<file path="src/scpt_pkg.sv">
// package for the system clock prescaler and oscillator trim block
package scpt_pkg;
  localparam logic [31:0] SCPT_OFS_TRIM      = 32'h0000_0000;
  localparam logic [31:0] SCPT_OFS_DIVCTL    = 32'h0000_0004;
  localparam int          SCPT_UNLOCK_BIT    = 7;
  localparam logic [2:0]  SCPT_UNLOCK_CYCLES = 3'h4;
  localparam logic [3:0]  SCPT_DIV_RST_FAST  = 4'h0;
  localparam logic [3:0]  SCPT_DIV_RST_SLOW  = 4'h3;
  localparam logic [3:0]  SCPT_DIV_MAX_CODE  = 4'h8;
  localparam int          SCPT_CNT_W         = 8;
  localparam logic [7:0]  SCPT_TRIM_RST      = 8'h80;

  typedef struct packed {
    logic       unlock;
    logic [3:0] sel;
  } scpt_divctl_s;

  typedef struct packed {
    logic       range;
    logic [6:0] tune;
  } scpt_trim_s;

  typedef struct packed {
    logic        cpu;
    logic        io;
    logic        adc;
    logic        flash;
  } scpt_clk_s;
endpackage : scpt_pkg

</file>
<file path="src/scpt_divider.sv">
// glitch-free power-of-two clock divider with safe switch-over
`timescale 1ns/10ps
module scpt_divider (
  input  wire logic       clk_sys_in,   // undivided master clock
  input  wire logic       rst_in,       // async reset, active high
  input  wire logic [3:0] sel_in,       // requested divide select, adopted at the next switch point
  input  wire logic [3:0] rst_sel_in,   // divide select used at reset
  output logic            clk_div_out,  // divided clock, registered; gated master clock at factor one
  output logic            edge_out      // pulse: next master edge rises the divided clock
);
  import scpt_pkg::*;

  logic [SCPT_CNT_W-1:0] cnt_ff;
  logic [3:0]            cur_sel_ff;
  logic                  div_ff;
  logic                  byp_ff;
  logic                  run_ff;
  logic                  wrap;
  logic                  switch_pt;
  logic                  sel_chg;
  logic [SCPT_CNT_W-1:0] half;

  function automatic logic [SCPT_CNT_W-1:0] half_of(input logic [3:0] s);
    if (s == 4'h0)
      half_of = '0;
    else
      half_of = SCPT_CNT_W'((9'h001 << s) >> 1) - SCPT_CNT_W'(1);
  endfunction : half_of

  assign half = half_of(cur_sel_ff);
  assign wrap = (cnt_ff == half);
  // bypass may leave on any master edge; divided mode only after a full low-then-high period
  assign switch_pt = byp_ff | (wrap & div_ff);
  assign sel_chg   = run_ff & (sel_in != cur_sel_ff);

  // half-period counter; held at zero while the master clock is passed straight through
  always_ff @(posedge clk_sys_in or posedge rst_in) begin
    if (rst_in) begin
      cnt_ff <= '0;
    end else if (byp_ff || wrap) begin
      cnt_ff <= '0;
    end else begin
      cnt_ff <= cnt_ff + SCPT_CNT_W'(1);
    end
  end

  // new factor adopted only at end of a full old period, so no short pulse [RULE_03]
  always_ff @(posedge clk_sys_in or posedge rst_in) begin
    if (rst_in) begin
      cur_sel_ff <= SCPT_DIV_RST_FAST;
      byp_ff     <= 1'b1;
      run_ff     <= 1'b0;
    end else if (!run_ff) begin
      run_ff     <= 1'b1;
      cur_sel_ff <= rst_sel_in;
      byp_ff     <= (rst_sel_in == 4'h0);
    end else if (switch_pt && sel_chg) begin
      cur_sel_ff <= sel_in; // [RULE_04] [RULE_05]
      byp_ff     <= (sel_in == 4'h0);
    end
  end

  // divided clock toggles on each half period, giving a 50 percent duty clock [RULE_06]
  // leaving bypass starts the high half at the same rising master edge
  always_ff @(posedge clk_sys_in or posedge rst_in) begin
    if (rst_in) begin
      div_ff <= 1'b0;
    end else if (byp_ff) begin
      div_ff <= sel_chg & (sel_in != 4'h0);
    end else if (wrap) begin
      div_ff <= ~div_ff;
    end
  end

  // factor one passes the master clock; mode only flips at a rising master edge, with the newly selected source high [RULE_03]
  assign clk_div_out = byp_ff ? (clk_sys_in & run_ff) : div_ff;
  assign edge_out    = byp_ff | (wrap & ~div_ff);
endmodule : scpt_divider

</file>
<file path="src/scpt_top.sv">
// top of the system clock prescaler and oscillator trim block with AHB-Lite slave
`timescale 1ns/10ps
// Functional notes
// [RULE_01] one divided clock drives cpu, io, adc and flash clocks together
// [RULE_02] select 0000..1000 maps to factor 1..256; 1001..1111 reserved
// [RULE_03] divider switch-over produces no glitch nor faster intermediate period
// [RULE_04] new rate active between T1+T2 and T1+2*T2 after the write
// [RULE_05] two active edges appear during the transition interval
// [RULE_06] divider runs on master clock; its count is not readable
// [RULE_07] unlock bit sets only on write of 0x80 exactly
// [RULE_08] unlock clears four cycles after set, or when select is written
// [RULE_09] rewriting unlock in its window neither restarts nor clears it
// [RULE_10] software writes unlock, then select within four cycles
// [RULE_11] software keeps interrupts off across the unlock sequence
// [RULE_12] reset select is 0000, or 0011 when divide-by-eight fuse programmed
// [RULE_13] any select value accepted through unlock, fuse notwithstanding
// [RULE_14] divider register bits 6 to 4 read as zero
// [RULE_15] reset loads trim with factory calibration value; software may rewrite
// [RULE_16] trim bit 7 picks low or high oscillator range
// [RULE_17] trim bits 6..0 tune monotonically within the range
// [RULE_18] software should not trim above 8.8 MHz when writing nvm
// [RULE_19] select write without unlock is ignored
module scpt_top #(
  parameter logic [7:0] FACTORY_TRIM = 8'h80  // factory calibration image
) (
  input  wire logic             clk_sys_in,     // undivided master clock
  input  wire logic             rst_in,         // async reset, active high
  input  wire logic             div8_fuse_in,   // divide-by-eight fuse, 1 = programmed
  input  wire logic             hsel_in,        // AHB slave select
  input  wire logic [31:0]      haddr_in,       // AHB address
  input  wire logic [1:0]       htrans_in,      // AHB transfer type
  input  wire logic             hwrite_in,      // AHB write
  input  wire logic [2:0]       hsize_in,       // AHB size
  input  wire logic [31:0]      hwdata_in,      // AHB write data
  input  wire logic             hready_in,      // AHB bus ready
  output logic [31:0]           hrdata_out,     // AHB read data
  output logic                  hreadyout_out,  // AHB slave ready
  output logic                  hresp_out,      // AHB response, always OKAY
  output scpt_pkg::scpt_clk_s   clk_out,        // divided domain clocks
  output scpt_pkg::scpt_trim_s  trim_out,       // oscillator trim setting
  output logic [3:0]            divide_select_out // programmed divide select, reserved codes not clamped
);
  import scpt_pkg::*;

  logic         wr_pend_ff;
  logic [31:0]  addr_ff;
  logic         fuse_ff;
  logic         strap_done_ff;
  scpt_divctl_s ctl_ff;
  logic [2:0]   unl_cnt_ff;
  scpt_trim_s   trim_ff;
  logic         clk_div;
  logic         div_edge;
  logic         wr_ctl;
  logic         wr_trim;
  logic [7:0]   wbyte;
  logic [31:0]  nxt_rdata;
  logic [31:0]  rdata_ff;

  function automatic logic is_addr(input logic [31:0] a, input logic [31:0] ofs);
    is_addr = (a[7:2] == ofs[7:2]);
  endfunction : is_addr

  // AHB address phase capture; slave answers with zero wait states
  always_ff @(posedge clk_sys_in or posedge rst_in) begin
    if (rst_in) begin
      wr_pend_ff <= 1'b0;
      addr_ff    <= '0;
    end else if (hready_in) begin
      wr_pend_ff <= hsel_in & htrans_in[1] & hwrite_in;
      addr_ff    <= haddr_in;
    end
  end

  assign wbyte   = hwdata_in[7:0];
  assign wr_ctl  = wr_pend_ff & is_addr(addr_ff, SCPT_OFS_DIVCTL);
  assign wr_trim = wr_pend_ff & is_addr(addr_ff, SCPT_OFS_TRIM);

  // read data registered at the address phase
  always_comb begin
    nxt_rdata = '0;
    if (is_addr(haddr_in, SCPT_OFS_DIVCTL))
      nxt_rdata = {24'h0, ctl_ff.unlock, 3'h0, ctl_ff.sel}; // [RULE_14] [RULE_06]
    else if (is_addr(haddr_in, SCPT_OFS_TRIM))
      nxt_rdata = {24'h0, trim_ff};
  end

  always_ff @(posedge clk_sys_in or posedge rst_in) begin
    if (rst_in) begin
      rdata_ff <= '0;
    end else if (hready_in & hsel_in & htrans_in[1] & ~hwrite_in) begin
      rdata_ff <= nxt_rdata;
    end
  end

  assign hrdata_out    = rdata_ff;
  assign hreadyout_out = 1'b1;
  assign hresp_out     = 1'b0;

  // fuse sampled at first clock after reset release
  always_ff @(posedge clk_sys_in or posedge rst_in) begin
    if (rst_in) begin
      strap_done_ff <= 1'b0;
      fuse_ff       <= 1'b0;
    end else if (!strap_done_ff) begin
      strap_done_ff <= 1'b1;
      fuse_ff       <= div8_fuse_in;
    end
  end

  // unlock bit: set only by exact 0x80, timed close, closed by select write
  always_ff @(posedge clk_sys_in or posedge rst_in) begin
    if (rst_in) begin
      ctl_ff.unlock <= 1'b0;
      unl_cnt_ff    <= '0;
    end else if (ctl_ff.unlock) begin
      if (wr_ctl && !wbyte[SCPT_UNLOCK_BIT]) begin
        ctl_ff.unlock <= 1'b0; // [RULE_08]
      end else if (unl_cnt_ff == SCPT_UNLOCK_CYCLES - 3'h1) begin
        ctl_ff.unlock <= 1'b0; // [RULE_08] rewrite does not restart [RULE_09]
      end
      unl_cnt_ff <= unl_cnt_ff + 3'h1;
    end else if (wr_ctl && wbyte == 8'h80) begin
      ctl_ff.unlock <= 1'b1; // [RULE_07]
      unl_cnt_ff    <= '0;
    end
  end

  // divide select: strap after reset, then only through unlock
  always_ff @(posedge clk_sys_in or posedge rst_in) begin
    if (rst_in) begin
      ctl_ff.sel <= SCPT_DIV_RST_FAST;
    end else if (!strap_done_ff) begin
      ctl_ff.sel <= div8_fuse_in ? SCPT_DIV_RST_SLOW : SCPT_DIV_RST_FAST; // [RULE_12]
    end else if (wr_ctl && ctl_ff.unlock && !wbyte[SCPT_UNLOCK_BIT]) begin
      ctl_ff.sel <= wbyte[3:0]; // [RULE_13] [RULE_19]
    end
  end

  // trim register: factory value at first clock after reset, software writable
  always_ff @(posedge clk_sys_in or posedge rst_in) begin
    if (rst_in) begin
      trim_ff <= SCPT_TRIM_RST; // [RULE_15]
    end else if (!strap_done_ff) begin
      trim_ff <= FACTORY_TRIM; // [RULE_15]
    end else if (wr_trim) begin
      trim_ff <= wbyte; // [RULE_16] [RULE_17]
    end
  end

  logic [3:0] eff_sel;
  // reserved codes fall back to the largest factor [RULE_02]
  assign eff_sel = (ctl_ff.sel > SCPT_DIV_MAX_CODE) ? SCPT_DIV_MAX_CODE : ctl_ff.sel;

  scpt_divider u_div (
    .clk_sys_in  (clk_sys_in),
    .rst_in      (rst_in),
    .sel_in      (eff_sel),
    .rst_sel_in  (SCPT_DIV_RST_FAST),
    .clk_div_out (clk_div),
    .edge_out    (div_edge)
  );

  // one divided clock shared by every synchronous domain [RULE_01]
  assign clk_out.cpu   = clk_div;
  assign clk_out.io    = clk_div;
  assign clk_out.adc   = clk_div;
  assign clk_out.flash = clk_div;
  assign trim_out          = trim_ff;
  assign divide_select_out = ctl_ff.sel;

  // unlock closes within four cycles of being set
  property p_unlock_closes;
    @(posedge clk_sys_in) disable iff (rst_in)
      $rose(ctl_ff.unlock) |-> ##[1:4] !ctl_ff.unlock;
  endproperty
  a_unlock_closes: assert property (p_unlock_closes) else $error("unlock open too long"); // [RULE_08]

  property p_unlock_only_exact;
    @(posedge clk_sys_in) disable iff (rst_in)
      $rose(ctl_ff.unlock) |-> $past(wr_ctl) && $past(wbyte) == 8'h80;
  endproperty
  a_unlock_only_exact: assert property (p_unlock_only_exact) else $error("bad unlock set"); // [RULE_07]

  property p_sel_locked;
    @(posedge clk_sys_in) disable iff (rst_in)
      strap_done_ff && !ctl_ff.unlock |=> $stable(ctl_ff.sel);
  endproperty
  a_sel_locked: assert property (p_sel_locked) else $error("select changed while locked"); // [RULE_19]

  property p_sel_write_closes;
    @(posedge clk_sys_in) disable iff (rst_in)
      ctl_ff.unlock && wr_ctl && !wbyte[7] |=> !ctl_ff.unlock && ctl_ff.sel == $past(wbyte[3:0]);
  endproperty
  a_sel_write_closes: assert property (p_sel_write_closes) else $error("select write failed"); // [RULE_08]

  property p_no_restart;
    @(posedge clk_sys_in) disable iff (rst_in)
      ctl_ff.unlock && wr_ctl && wbyte == 8'h80 |=> $past(unl_cnt_ff) + 3'h1 == unl_cnt_ff;
  endproperty
  a_no_restart: assert property (p_no_restart) else $error("unlock timeout restarted"); // [RULE_09]

  property p_reserved_zero;
    @(posedge clk_sys_in) disable iff (rst_in)
      hready_in && hsel_in && htrans_in[1] && is_addr(haddr_in, SCPT_OFS_DIVCTL)
      |=> hrdata_out[6:4] == 3'h0;
  endproperty
  a_reserved_zero: assert property (p_reserved_zero) else $error("reserved bits set"); // [RULE_14]

  property p_strap;
    @(posedge clk_sys_in) disable iff (rst_in)
      $rose(strap_done_ff) |-> ctl_ff.sel == (fuse_ff ? SCPT_DIV_RST_SLOW : SCPT_DIV_RST_FAST);
  endproperty
  a_strap: assert property (p_strap) else $error("reset select wrong"); // [RULE_12]

  property p_trim_write;
    @(posedge clk_sys_in) disable iff (rst_in)
      strap_done_ff && wr_trim |=> trim_ff == $past(wbyte);
  endproperty
  a_trim_write: assert property (p_trim_write) else $error("trim write lost"); // [RULE_15]

  property p_clocks_equal;
    @(posedge clk_sys_in) disable iff (rst_in)
      clk_out.cpu == clk_out.io && clk_out.adc == clk_out.flash && clk_out.io == clk_out.adc;
  endproperty
  a_clocks_equal: assert property (p_clocks_equal) else $error("domain clocks differ"); // [RULE_01]

  property p_trim_reset;
    @(posedge clk_sys_in) disable iff (rst_in)
      $rose(strap_done_ff) |-> trim_ff == FACTORY_TRIM;
  endproperty
  a_trim_reset: assert property (p_trim_reset) else $error("trim reset value wrong"); // [RULE_15]

  property p_fuse_sample;
    @(posedge clk_sys_in) disable iff (rst_in)
      $rose(strap_done_ff) |-> fuse_ff == $past(div8_fuse_in);
  endproperty
  a_fuse_sample: assert property (p_fuse_sample) else $error("fuse not sampled"); // [RULE_12]

  property p_unlock_cnt_bound;
    @(posedge clk_sys_in) disable iff (rst_in)
      ctl_ff.unlock |-> unl_cnt_ff < SCPT_UNLOCK_CYCLES;
  endproperty
  a_unlock_cnt_bound: assert property (p_unlock_cnt_bound) else $error("unlock count high"); // [RULE_08]

  property p_timeout;
    @(posedge clk_sys_in) disable iff (rst_in)
      ctl_ff.unlock && unl_cnt_ff == SCPT_UNLOCK_CYCLES - 3'h1 |=> !ctl_ff.unlock;
  endproperty
  a_timeout: assert property (p_timeout) else $error("unlock did not time out"); // [RULE_08]

  property p_bad_unlock;
    @(posedge clk_sys_in) disable iff (rst_in)
      !ctl_ff.unlock && wr_ctl && wbyte != 8'h80 |=> !ctl_ff.unlock;
  endproperty
  a_bad_unlock: assert property (p_bad_unlock) else $error("unlock set by bad write"); // [RULE_07]

  property p_unlock_sets;
    @(posedge clk_sys_in) disable iff (rst_in)
      !ctl_ff.unlock && wr_ctl && wbyte == 8'h80 |=> ctl_ff.unlock && unl_cnt_ff == '0;
  endproperty
  a_unlock_sets: assert property (p_unlock_sets) else $error("unlock not set"); // [RULE_07]

  property p_rewrite_keeps;
    @(posedge clk_sys_in) disable iff (rst_in)
      ctl_ff.unlock && wr_ctl && wbyte[SCPT_UNLOCK_BIT]
      && unl_cnt_ff != SCPT_UNLOCK_CYCLES - 3'h1 |=> ctl_ff.unlock;
  endproperty
  a_rewrite_keeps: assert property (p_rewrite_keeps) else $error("rewrite cleared unlock"); // [RULE_09]

  property p_eff_range;
    @(posedge clk_sys_in) disable iff (rst_in)
      eff_sel <= SCPT_DIV_MAX_CODE;
  endproperty
  a_eff_range: assert property (p_eff_range) else $error("divider select out of range"); // [RULE_02]

  property p_reserved_slowest;
    @(posedge clk_sys_in) disable iff (rst_in)
      ctl_ff.sel > SCPT_DIV_MAX_CODE |-> eff_sel == SCPT_DIV_MAX_CODE;
  endproperty
  a_reserved_slowest: assert property (p_reserved_slowest) else $error("reserved code"); // [RULE_02]

  property p_rdata_divctl;
    @(posedge clk_sys_in) disable iff (rst_in)
      hready_in && hsel_in && htrans_in[1] && !hwrite_in && is_addr(haddr_in, SCPT_OFS_DIVCTL)
      |=> hrdata_out == {24'h0, $past(ctl_ff.unlock), 3'h0, $past(ctl_ff.sel)};
  endproperty
  a_rdata_divctl: assert property (p_rdata_divctl) else $error("divider read wrong"); // [RULE_14]

  property p_rdata_trim;
    @(posedge clk_sys_in) disable iff (rst_in)
      hready_in && hsel_in && htrans_in[1] && !hwrite_in && is_addr(haddr_in, SCPT_OFS_TRIM)
      |=> hrdata_out == {24'h0, $past(trim_ff)};
  endproperty
  a_rdata_trim: assert property (p_rdata_trim) else $error("trim read wrong"); // [RULE_15]

  property p_rdata_unmapped;
    @(posedge clk_sys_in) disable iff (rst_in)
      hready_in && hsel_in && htrans_in[1] && !hwrite_in
      && !is_addr(haddr_in, SCPT_OFS_TRIM) && !is_addr(haddr_in, SCPT_OFS_DIVCTL)
      |=> hrdata_out == 32'h0;
  endproperty
  a_rdata_unmapped: assert property (p_rdata_unmapped) else $error("unmapped read"); // [RULE_06]

  property p_rdata_hold;
    @(posedge clk_sys_in) disable iff (rst_in)
      !(hready_in && hsel_in && htrans_in[1] && !hwrite_in) |=> $stable(hrdata_out);
  endproperty
  a_rdata_hold: assert property (p_rdata_hold) else $error("read data moved"); // [RULE_14]

  property p_trim_hold;
    @(posedge clk_sys_in) disable iff (rst_in)
      strap_done_ff && !wr_trim |=> $stable(trim_ff);
  endproperty
  a_trim_hold: assert property (p_trim_hold) else $error("trim changed unasked"); // [RULE_15]

  property p_wr_capture;
    @(posedge clk_sys_in) disable iff (rst_in)
      hready_in && hsel_in && htrans_in[1] && hwrite_in |=> wr_pend_ff;
  endproperty
  a_wr_capture: assert property (p_wr_capture) else $error("write not captured"); // [RULE_07]

  property p_ctl_no_trim;
    @(posedge clk_sys_in) disable iff (rst_in)
      strap_done_ff && wr_ctl |=> $stable(trim_ff);
  endproperty
  a_ctl_no_trim: assert property (p_ctl_no_trim) else $error("divider write hit trim"); // [RULE_15]

  property p_sel_cause;
    @(posedge clk_sys_in) disable iff (rst_in)
      $past(strap_done_ff) && $changed(ctl_ff.sel) |-> $past(ctl_ff.unlock) && $past(wr_ctl);
  endproperty
  a_sel_cause: assert property (p_sel_cause) else $error("select changed unasked"); // [RULE_19]

  c_unlock: cover property (@(posedge clk_sys_in) disable iff (rst_in) $rose(ctl_ff.unlock));
  c_change: cover property (@(posedge clk_sys_in) disable iff (rst_in)
    strap_done_ff && $changed(ctl_ff.sel));
  c_timeout: cover property (@(posedge clk_sys_in) disable iff (rst_in)
    $fell(ctl_ff.unlock) && !$past(wr_ctl));
  c_edge: cover property (@(posedge clk_sys_in) disable iff (rst_in) div_edge && eff_sel == 4'h8);
  c_bypass: cover property (@(posedge clk_sys_in) disable iff (rst_in)
    strap_done_ff && $changed(eff_sel) && eff_sel == 4'h0);
endmodule : scpt_top

</file>
<file path="config.mk">
export PLATFORM = sky130hd
export DESIGN_NAME = scpt_top
export DESIGN_NICKNAME = d
export VERILOG_FILES = /design/src/scpt_pkg.sv /design/src/scpt_divider.sv /design/src/scpt_top.sv
export SDC_FILE = /design/constraint.sdc
export NUM_CORES = 1
export LEC_CHECK = 0
export ABC_AREA = 1
export BUFFER_PORTS_ARGS = -buffer_cell sky130_fd_sc_hd__buf_2
export CAP_MARGIN = 10
export CORE_MARGIN = 3
export CORE_UTILIZATION = 42
export DETAILED_ROUTE_END_ITERATION = 6
export PLACE_DENSITY_LB_ADDON = 0.25
export SLEW_MARGIN = 20
export SYNTH_ARGS = -nofsm -noshare
export SYNTH_HDL_FRONTEND = slang
export SYNTH_SLANG_ARGS = --single-unit
</file>
<file path="constraint.sdc">
create_clock -name clk_sys_in -period 2.5 [get_ports clk_sys_in]
set_input_delay 0.25 -clock clk_sys_in [delete_from_list [all_inputs] [get_ports clk_sys_in]]
set_output_delay 0.25 -clock clk_sys_in [all_outputs]
set_load 0.005 [all_outputs]
</file>
### Yosys cells after proc, flatten, opt, wreduce, memory -nomap -nowiden

Index checks and enable logic that the tools add are counted.

* register bits: 72
* bits of input ports: 75

* $lt $le $gt $ge: 1
* eq/ne operators: 9
* reduce and logical (&&, ||, !) cells: 14
* shifts and indexed selects: 1
* bitwise logic cells: 14
* add/subtract/negate cells: 3
* mux-type cells: 23

Operator list (number)
* 8-bit two-way mux: 6
* 4-bit two-way mux: 5
* 6-bit by 1-bit equality test with 1-bit output (second input constant): 2
* 6-bit logical NOT: 2
* 1-bit bitwise AND: 11
* 1-bit two-way mux: 9
* 1-bit by 4-bit << shifter with 9-bit output (first input constant): 1
* 8-bit by 1-bit adder with 8-bit output (second input constant): 1
* 8-bit equality test: 1
* 8-bit equality test (second input constant): 1
* 4-bit logical NOT: 2
* 8-bit by 1-bit subtractor with 8-bit output (second input constant): 1
* 3-bit two-way mux: 2
* 2-bit != test (second input constant): 3
* 1-bit logical AND: 5
* 4-bit > comparator (second input constant): 1
* 4-bit != test: 1
* 2-bit nonzero test: 2
* 4-bit nonzero test: 1
* 3-bit by 1-bit adder with 3-bit output (second input constant): 1
* 3-bit by 2-bit equality test with 1-bit output (second input constant): 1
* 2-bit two-way mux: 1
* 1-bit inverter: 2
* 1-bit logical NOT: 1
* 2 further kinds: 2

### Longest topological paths before layout

Gate-level depths: netlist of run 1.

* depth in word-level cells: 9
* depth in mapped cells: 18
* mapped depth without buffers: 18

### By module

A second synthesis of run 1 with hierarchy kept.

* cell total of the unflattened synthesis: 385
* area, all modules: 2966.6 um^2

Modules (own cells, without submodules)
* scpt_top: cells each 221, instances 1, area an instance 1836.8 um^2
* scpt_divider: cells each 164, instances 1, area an instance 1129.8 um^2

==> flow_summary.ini, run 1 <==
[yosys]
synth_top_cell_area_share_pct = 41.4
synth-seq-cells = 46
sequential_to_total_area_share_from_yosys_stat_pct = 43.3
post-synth-top-area-cell = dfrtp_1
synth-warning-count = 0
yosys-top-cells-area = dfrtp_1, nand2_1, buf_4
mapped_avg_cell_area_um2 = 7.88
number_of_unique_standard_cell_types_used_by_synthesis = 36
synth.cell_area_um2 = 2660
synth_cells = 338

[detailed_routing]
detail-route-antenna-nets = 0
drt-wirelength-per-cell_um = 12.0
wirelength_mm = 5.55
detail_route.first_pass.iterations = 6
route.detailed.vias_per_inst = 4.72
drt_iter0_drc = 62
overall_via_count_from_detail_route = 2181
route.detailed.drc = 1

[cells_and_area]
finish.cell_count_without_fillers = 462
ant_cells = 0
layout-drive-gt1-share_pct = 21.2
syn2layout_area_growth_pct = 14.6
filler_cell_count = 611
design.final.nets = 466
layout.core_utilization_pct = 50.6

[run_status]
violations = design-rule violations
run_status = finished with violations

[critical_path]
worst_ep_required_time_ns = 2.25
worst_setup_path_start_kind = clock port
endpoint_kind = primary output
timing.setup.critical_path_class = clk2out
critical_path_peak_fanout = 2
cp.arrival_ns = 2.23

[grt]
antenna_violations_before_repair = 0
track_usage_pct = 16.2
grt_pass1_vias = 2060
grt_pass1_wl_mm = 9.18
largest_net_degree_at_the_start_of_global_routing = 19
grt_overflow_total = 0

[power]
p_leak_nw = 1.58
pwr_density_cell_nw_per_um2 = 871
vdd_ir_drop_max_uv = 555

[cts]
insertion_delay_ns = 0.40
clk_pin_slew_ns = 0.08
clock_tree_from_tritoncts = yes

[timing]
grt_setup_unrepaired = no
finClkSkew_ns = 0.0103
worst_pin_slew_ns = 0.746
finalHoldViolCount = 0
setup_viol = 0
finalMaxSlewViolations = 0
slew_headroom_pct = 50.1

[place]
gp_congestion = 0.810
port_buffers = 44
place_hpwl_mm = 4.28
place_inst = 446

[floorplanning]
horizontal_die_dimension_um = 85.6
io_pins = 125
die_height_um = 85.6
rows = 28
start_util_pct = 44.2
area_inside_the_core_boundary_um2 = 6030
die_area_um2 = 7330

[flow_run]
drv_cap = 0

[worst_hold_path]
min-delay-path-class = in2reg
-- worst max-delay path, cell delays in order --
cell and delay, ns:
clkbuf_8 0.11, clkbuf_8 0.12, clkbuf_8 0.12, clkbuf_8 0.12, clkbuf_8 0.13, nand2_4 0.06
a21oi_4 0.05, clkbuf_8 0.15, buf_2 0.12
-- cells in the final DEF, fill, tap and decap left out, types with 2 or more instances in the layout --
master    count
nand3b_1      2
inv_2         3
nor4_1        3
nor2_1       22
buf_2        42
nor3b_1       4
nand3_1      26
buf_4         3
clkinv_2      2
nand2_4       2
dfrtp_2       2
nand2_1      75
nor2_4        2
o21ai_0      27
a21oi_1       6
dfrtp_1      42
conb_1       27
ha_1          4
buf_6         2
nor3_1        5
inv_1        42
xor2_1        4
a22oi_1       4
dfstp_2       2
a31oi_1       2
clkbuf_8     13
nand4_1       2
o22ai_1       3
-- registers in the layout, indices dropped and copies added (netlist names) --
register           flops
hrdata_out             8
trim_out               8
u_div.cnt_ff           8
addr_ff                6
divide_select_out      4
u_div.cur_sel_ff       4
unl_cnt_ff             3
ctl_ff                 1
u_div.byp_ff           1
u_div.div_ff           1
u_div.run_ff           1
wr_pend_ff             1
-- synthesized netlist by cell type (all sizes together) --
library cell,n
nand2,78
inv,46
dfrtp,44
buf,35
nand3,28
o21ai,27
nor2,25
a21oi,8
nor3,6
a22oi,4
clkbuf,4
ha,4
nor3b,4
xor2,4
nor4,3
o22ai,3
a31oi,2
conb,2
dfstp,2
nand3b,2
nand4,2
a211oi,1
a22o,1
a41oi,1
or2,1
or3,1
-- power breakdown --
group          leakage, nW  switching [mW]  internal (mW)
Clock                0.132           0.345          0.506
Sequential           0.590           0.113          0.860
Combinational        0.858           0.535          0.299
-- what timing repair did --
item,in CTS,in global routing
hold buffers,1,0
hold endpoints to repair,16,0
gates resized for setup,4,4
pin swaps,1,1
setup endpoints to repair,4,7
buffers inserted,0,0
-- logic make-up after synthesis --
| family | count (synthesis) | share of synthesized area (%) |
|---|---|---|
| DFF | 46 | 43.3 |
| AOI/OAI and AO/OA | 47 | 10.2 |
| other | 2 | 0.282 |
| xor gates and xnor gates | 4 | 1.32 |
| buffers and inverters | 85 | 16.8 |
| and+or+nand+nor | 150 | 26.1 |
| adders and majority gates | 4 | 1.88 |
-- routing by layer --
metal | track usage [%] | share of wire, % | vias to the layer above
li1 | - | - | 1118
met1 | 20.6 | 44 | 979
met2 | 24.7 | 47 | 70
met3 | 5.28 | 5.7 | 14
met4 | 8.20 | 2.5 | 0
met5 | 0 | 0 | -
-- final cells by class --
class                      instances  area (µm²)  area share, %
sequential                        46        1160           37.9
multi-input combinational        232        1170           38.5
tap                               75        93.8           3.08
clock buffer                      17         211           6.93
inverter                          46         173           5.66
timing repair buffer              44         233           7.63
clock inverter                     2        10.0          0.328
-- per-stage QoR --
stage	instance area (µm²)	power [mW]	hold WS (ns)	setup TNS [ns]	worst slack, ns
after floorplan	2760	1.73	0.357	0	0.546
after global placement	2820	1.85	0.285	0	0.309
after detailed placement	2820	1.88	0.289	0	0.246
after CTS	3040	2.68	0.0614	-0.0216	-0.00756
after global routing	3050	2.89	0.0769	0	0.00215
final	3050	2.66	0.0735	0	0.0244
-- path summary, 6_finish.rpt --
check / to / startpoint / cells after the start / slack (ns)
worst max register to register: u_div.cur_sel_ff[2] / u_div.cur_sel_ff[3] / 14 / 0.31
worst max-delay path: clk_out[3] / clk_sys_in / 9 / 0.02
worst min-delay path: addr_ff[5] / haddr_in[5] / 3 / 0.07
max in group asynchronous: u_div.byp_ff / rst_in / 4 / 1.47
worst min register to register: unl_cnt_ff[0] / unl_cnt_ff[0] / 1 / 0.48
min in group asynchronous: u_div.cnt_ff[7] / rst_in / 3 / 0.39
No activity file was read; power rests on OpenSTA's default activity.
==> inputs of run 2 (changes only) <==
- ABC_AREA: 1 -> unset
- GPL_TIMING_DRIVEN: unset -> 0
==> run 2 against run 1 <==
  * The run now ends clean
  * Via count decreased by 1.1%
  * Largest power group is now the clock network
  * Critical path depth increased by 3
  * Highest routed layer unchanged
  * Area after synthesis increased by 3.8%
  * Power decreased by 10%
==> flow_summary.ini, run 2 <==
[place]
place_inst = 421
place_hpwl_mm = 4.40
place_ws_ns = -0.156
gp_congestion = 0.842
port_buffers = 42

[floorplanning]
area_inside_the_core_boundary_um2 = 6130
io_pins = 125
rows = 28
die_area_um2 = 7590
start_util_pct = 45.1
horizontal_die_dimension_um = 87.1
die_height_um = 87.1

[detailed_routing]
wirelength_met1_mm = 2.79
route.detailed.drc = 0
overall_via_count_from_detail_route = 2156
route.detailed.vias_per_inst = 4.90
detail_route.first_pass.iterations = 4
met2_wirelength_mm = 2.96
drt_iter0_drc = 81
detail-route-antenna-nets = 0
wirelength_mm = 6.18
drt-wirelength-per-cell_um = 14.0
dr.max_layer_used = met4
wl_met3_um = 267

[power]
vdd_ir_drop_max_uv = 390
seqPwrFrac_pct = 36.0
total_power_mw = 2.39
net_switching_power_figure_uw = 797
clockPowerShare_pct = 37.1
p_leak_nw = 1.76
internal_power_mw = 1.59
switching_part_of_the_total_power_pct = 33.4
pwr_density_cell_nw_per_um2 = 683
share_comb_of_total_power_pct = 26.9

[cells_and_area]
layout.core_utilization_pct = 57.0
ant_cells = 0
filler_cell_count = 551
syn2layout_area_growth_pct = 26.4
layout.cells.most_common_list = buf_4, buf_2, dfrtp_1
layout-drive-gt1-share_pct = 38.4
final_common_cell = buf_4
finish.cell_count_without_fillers = 440
design.final.nets = 443

[grt]
largest_net_degree_at_the_start_of_global_routing = 25
grt_pass1_vias = 2059
grt_overflow_total = 0
track_usage_pct = 16.6
antenna_violations_before_repair = 0
grt_pass1_wl_mm = 9.94

[timing]
worst_pin_slew_ns = 0.651
min_period_over_period_pct = 96.8
finalHoldViolCount = 0
setup_viol = 0
hold-worst-slack_ns = 0.0365
maxClockFrequency_mhz = 413
setup_ws_ns = 0.0793
slew_headroom_pct = 56.2
finClkSkew_ns = 0.236
finalMaxSlewViolations = 0
grt_setup_unrepaired = no
finalCriticalPeriod_ns = 2.42

[flow_run]
drv_cap = 0

[cts]
clock_tree_from_tritoncts = yes
insertion_delay_ns = 0.52
clk_pin_slew_ns = 0.10

[run_status]
run_status = finished, final reports clean

[critical_path]
cp.arrival_ns = 2.68
timing.setup.critical_path_class = reg2reg
critical_path_peak_fanout = 9
endpoint_kind = flip-flop
worst_setup_path_start_kind = flip-flop
worst_ep_required_time_ns = 2.76

[yosys]
synth_top_cell_area_share_pct = 39.9
synth_top_cells_by_count = dfrtp_1, buf_4, nand2_1
synth_enable_flop_cells = 0
sequential_to_total_area_share_from_yosys_stat_pct = 41.8
synth_most_common_cell = dfrtp_1
synth-warning-count = 0
post-synth-top-area-cell = dfrtp_1
synth-seq-cells = 46
yosys-top-cells-area = dfrtp_1, buf_4, mux2i_1
yosys_most_used_dff = dfrtp_1
mapped_avg_cell_area_um2 = 9.94
synth.cell_area_um2 = 2760
synth_cells = 278
postSynth.asyncResetShare_pct = 100
number_of_unique_standard_cell_types_used_by_synthesis = 56

[worst_hold_path]
min-delay-path-class = in2reg
[run 2: critical path, cell delays in order (launching register included)]
cell and delay [ns]:
dfrtp_1 0.39, buf_6 0.15, nor2b_4 0.15, nand2_1 0.09
ha_2 0.25, nor2_2 0.11, a22oi_2 0.07, o32a_1 0.30
a21oi_2 0.18, nand4_1 0.13, buf_4 0.19, and3_1 0.17
o21a_1 0.19
[run 2: per-layer routing]
layer / GRT usage [%] / up-vias
met2: 26.3 / 52
li1: - / 1067
met3: 3.22 / 15
met5: 0 / -
met4: 8.79 / 0
met1: 21.3 / 1022
[run 2: kinds of logic (layout without fill, tap and decap cells)]
family          count (synthesis)  after routing  share of synthesized area (%)
compound gates                 42             42                           10.6
xor+xnor                       14             14                           4.44
fa+ha+maj                       4              4                           1.81
buf+inv                        56            118                           13.0
flops                          46             46                           41.8
mux                            24             24                           8.97
other cells                     2             27                          0.272
simple gates                   90             90                           19.2
[run 2: path summary, 6_finish.rpt]
check                               startpoint             endpoint  slack [ns]  cells past startpoint
max                        u_div.cur_sel_ff[1]  u_div.cur_sel_ff[0]        0.08                     12
min                               hwdata_in[0]          trim_out[0]        0.04                      3
max reg2reg                u_div.cur_sel_ff[1]  u_div.cur_sel_ff[0]        0.08                     12
min reg2reg                      hrdata_out[1]        hrdata_out[1]        0.48                      2
max in group asynchronous               rst_in        hrdata_out[7]        1.47                      4
min in group asynchronous               rst_in         u_div.div_ff        0.31                      3
[run 2: what timing repair did]
action                                 4_1_cts  5_1_grt
gates resized for setup                     15        9
setup endpoints to repair                   18       12
hold buffers                                 1        0
pin swaps                                    1        4
setup buffers                                4        4
endpoints found under the hold margin        3        0
[run 2: cell type report]
cell class,instances,area [µm²],area share [%]
timing repair buffer,46,265,7.60
clock inverter,4,33.8,0.967
tap,75,93.8,2.69
sequential,46,1160,33.1
multi-input combinational,201,1410,40.3
clock buffer,14,180,5.16
buffer,43,313,8.96
inverter,11,41.3,1.18
[run 2: metrics by stage]
stage / cell area [µm²] / TNS, ns
4_1_cts: 3430 / 0
3_5_place_dp: 3180 / -0.915
6_report: 3490 / 0
2_1_floorplan: 2860 / 0
5_1_grt: 3490 / 0
3_3_place_gp: 3160 / -0.443
[run 2: power by group through the flow]
stage / Combinational (mW) / Sequential (mW) / Clock, mW
floorplan: 0.432 / 0.856 / 0.0695
global placement: 0.522 / 0.869 / 0.0959
detailed placement: 0.541 / 0.871 / 0.0959
CTS: 0.575 / 0.857 / 0.896
global route: 0.701 / 0.869 / 0.949
finish: 0.643 / 0.859 / 0.885
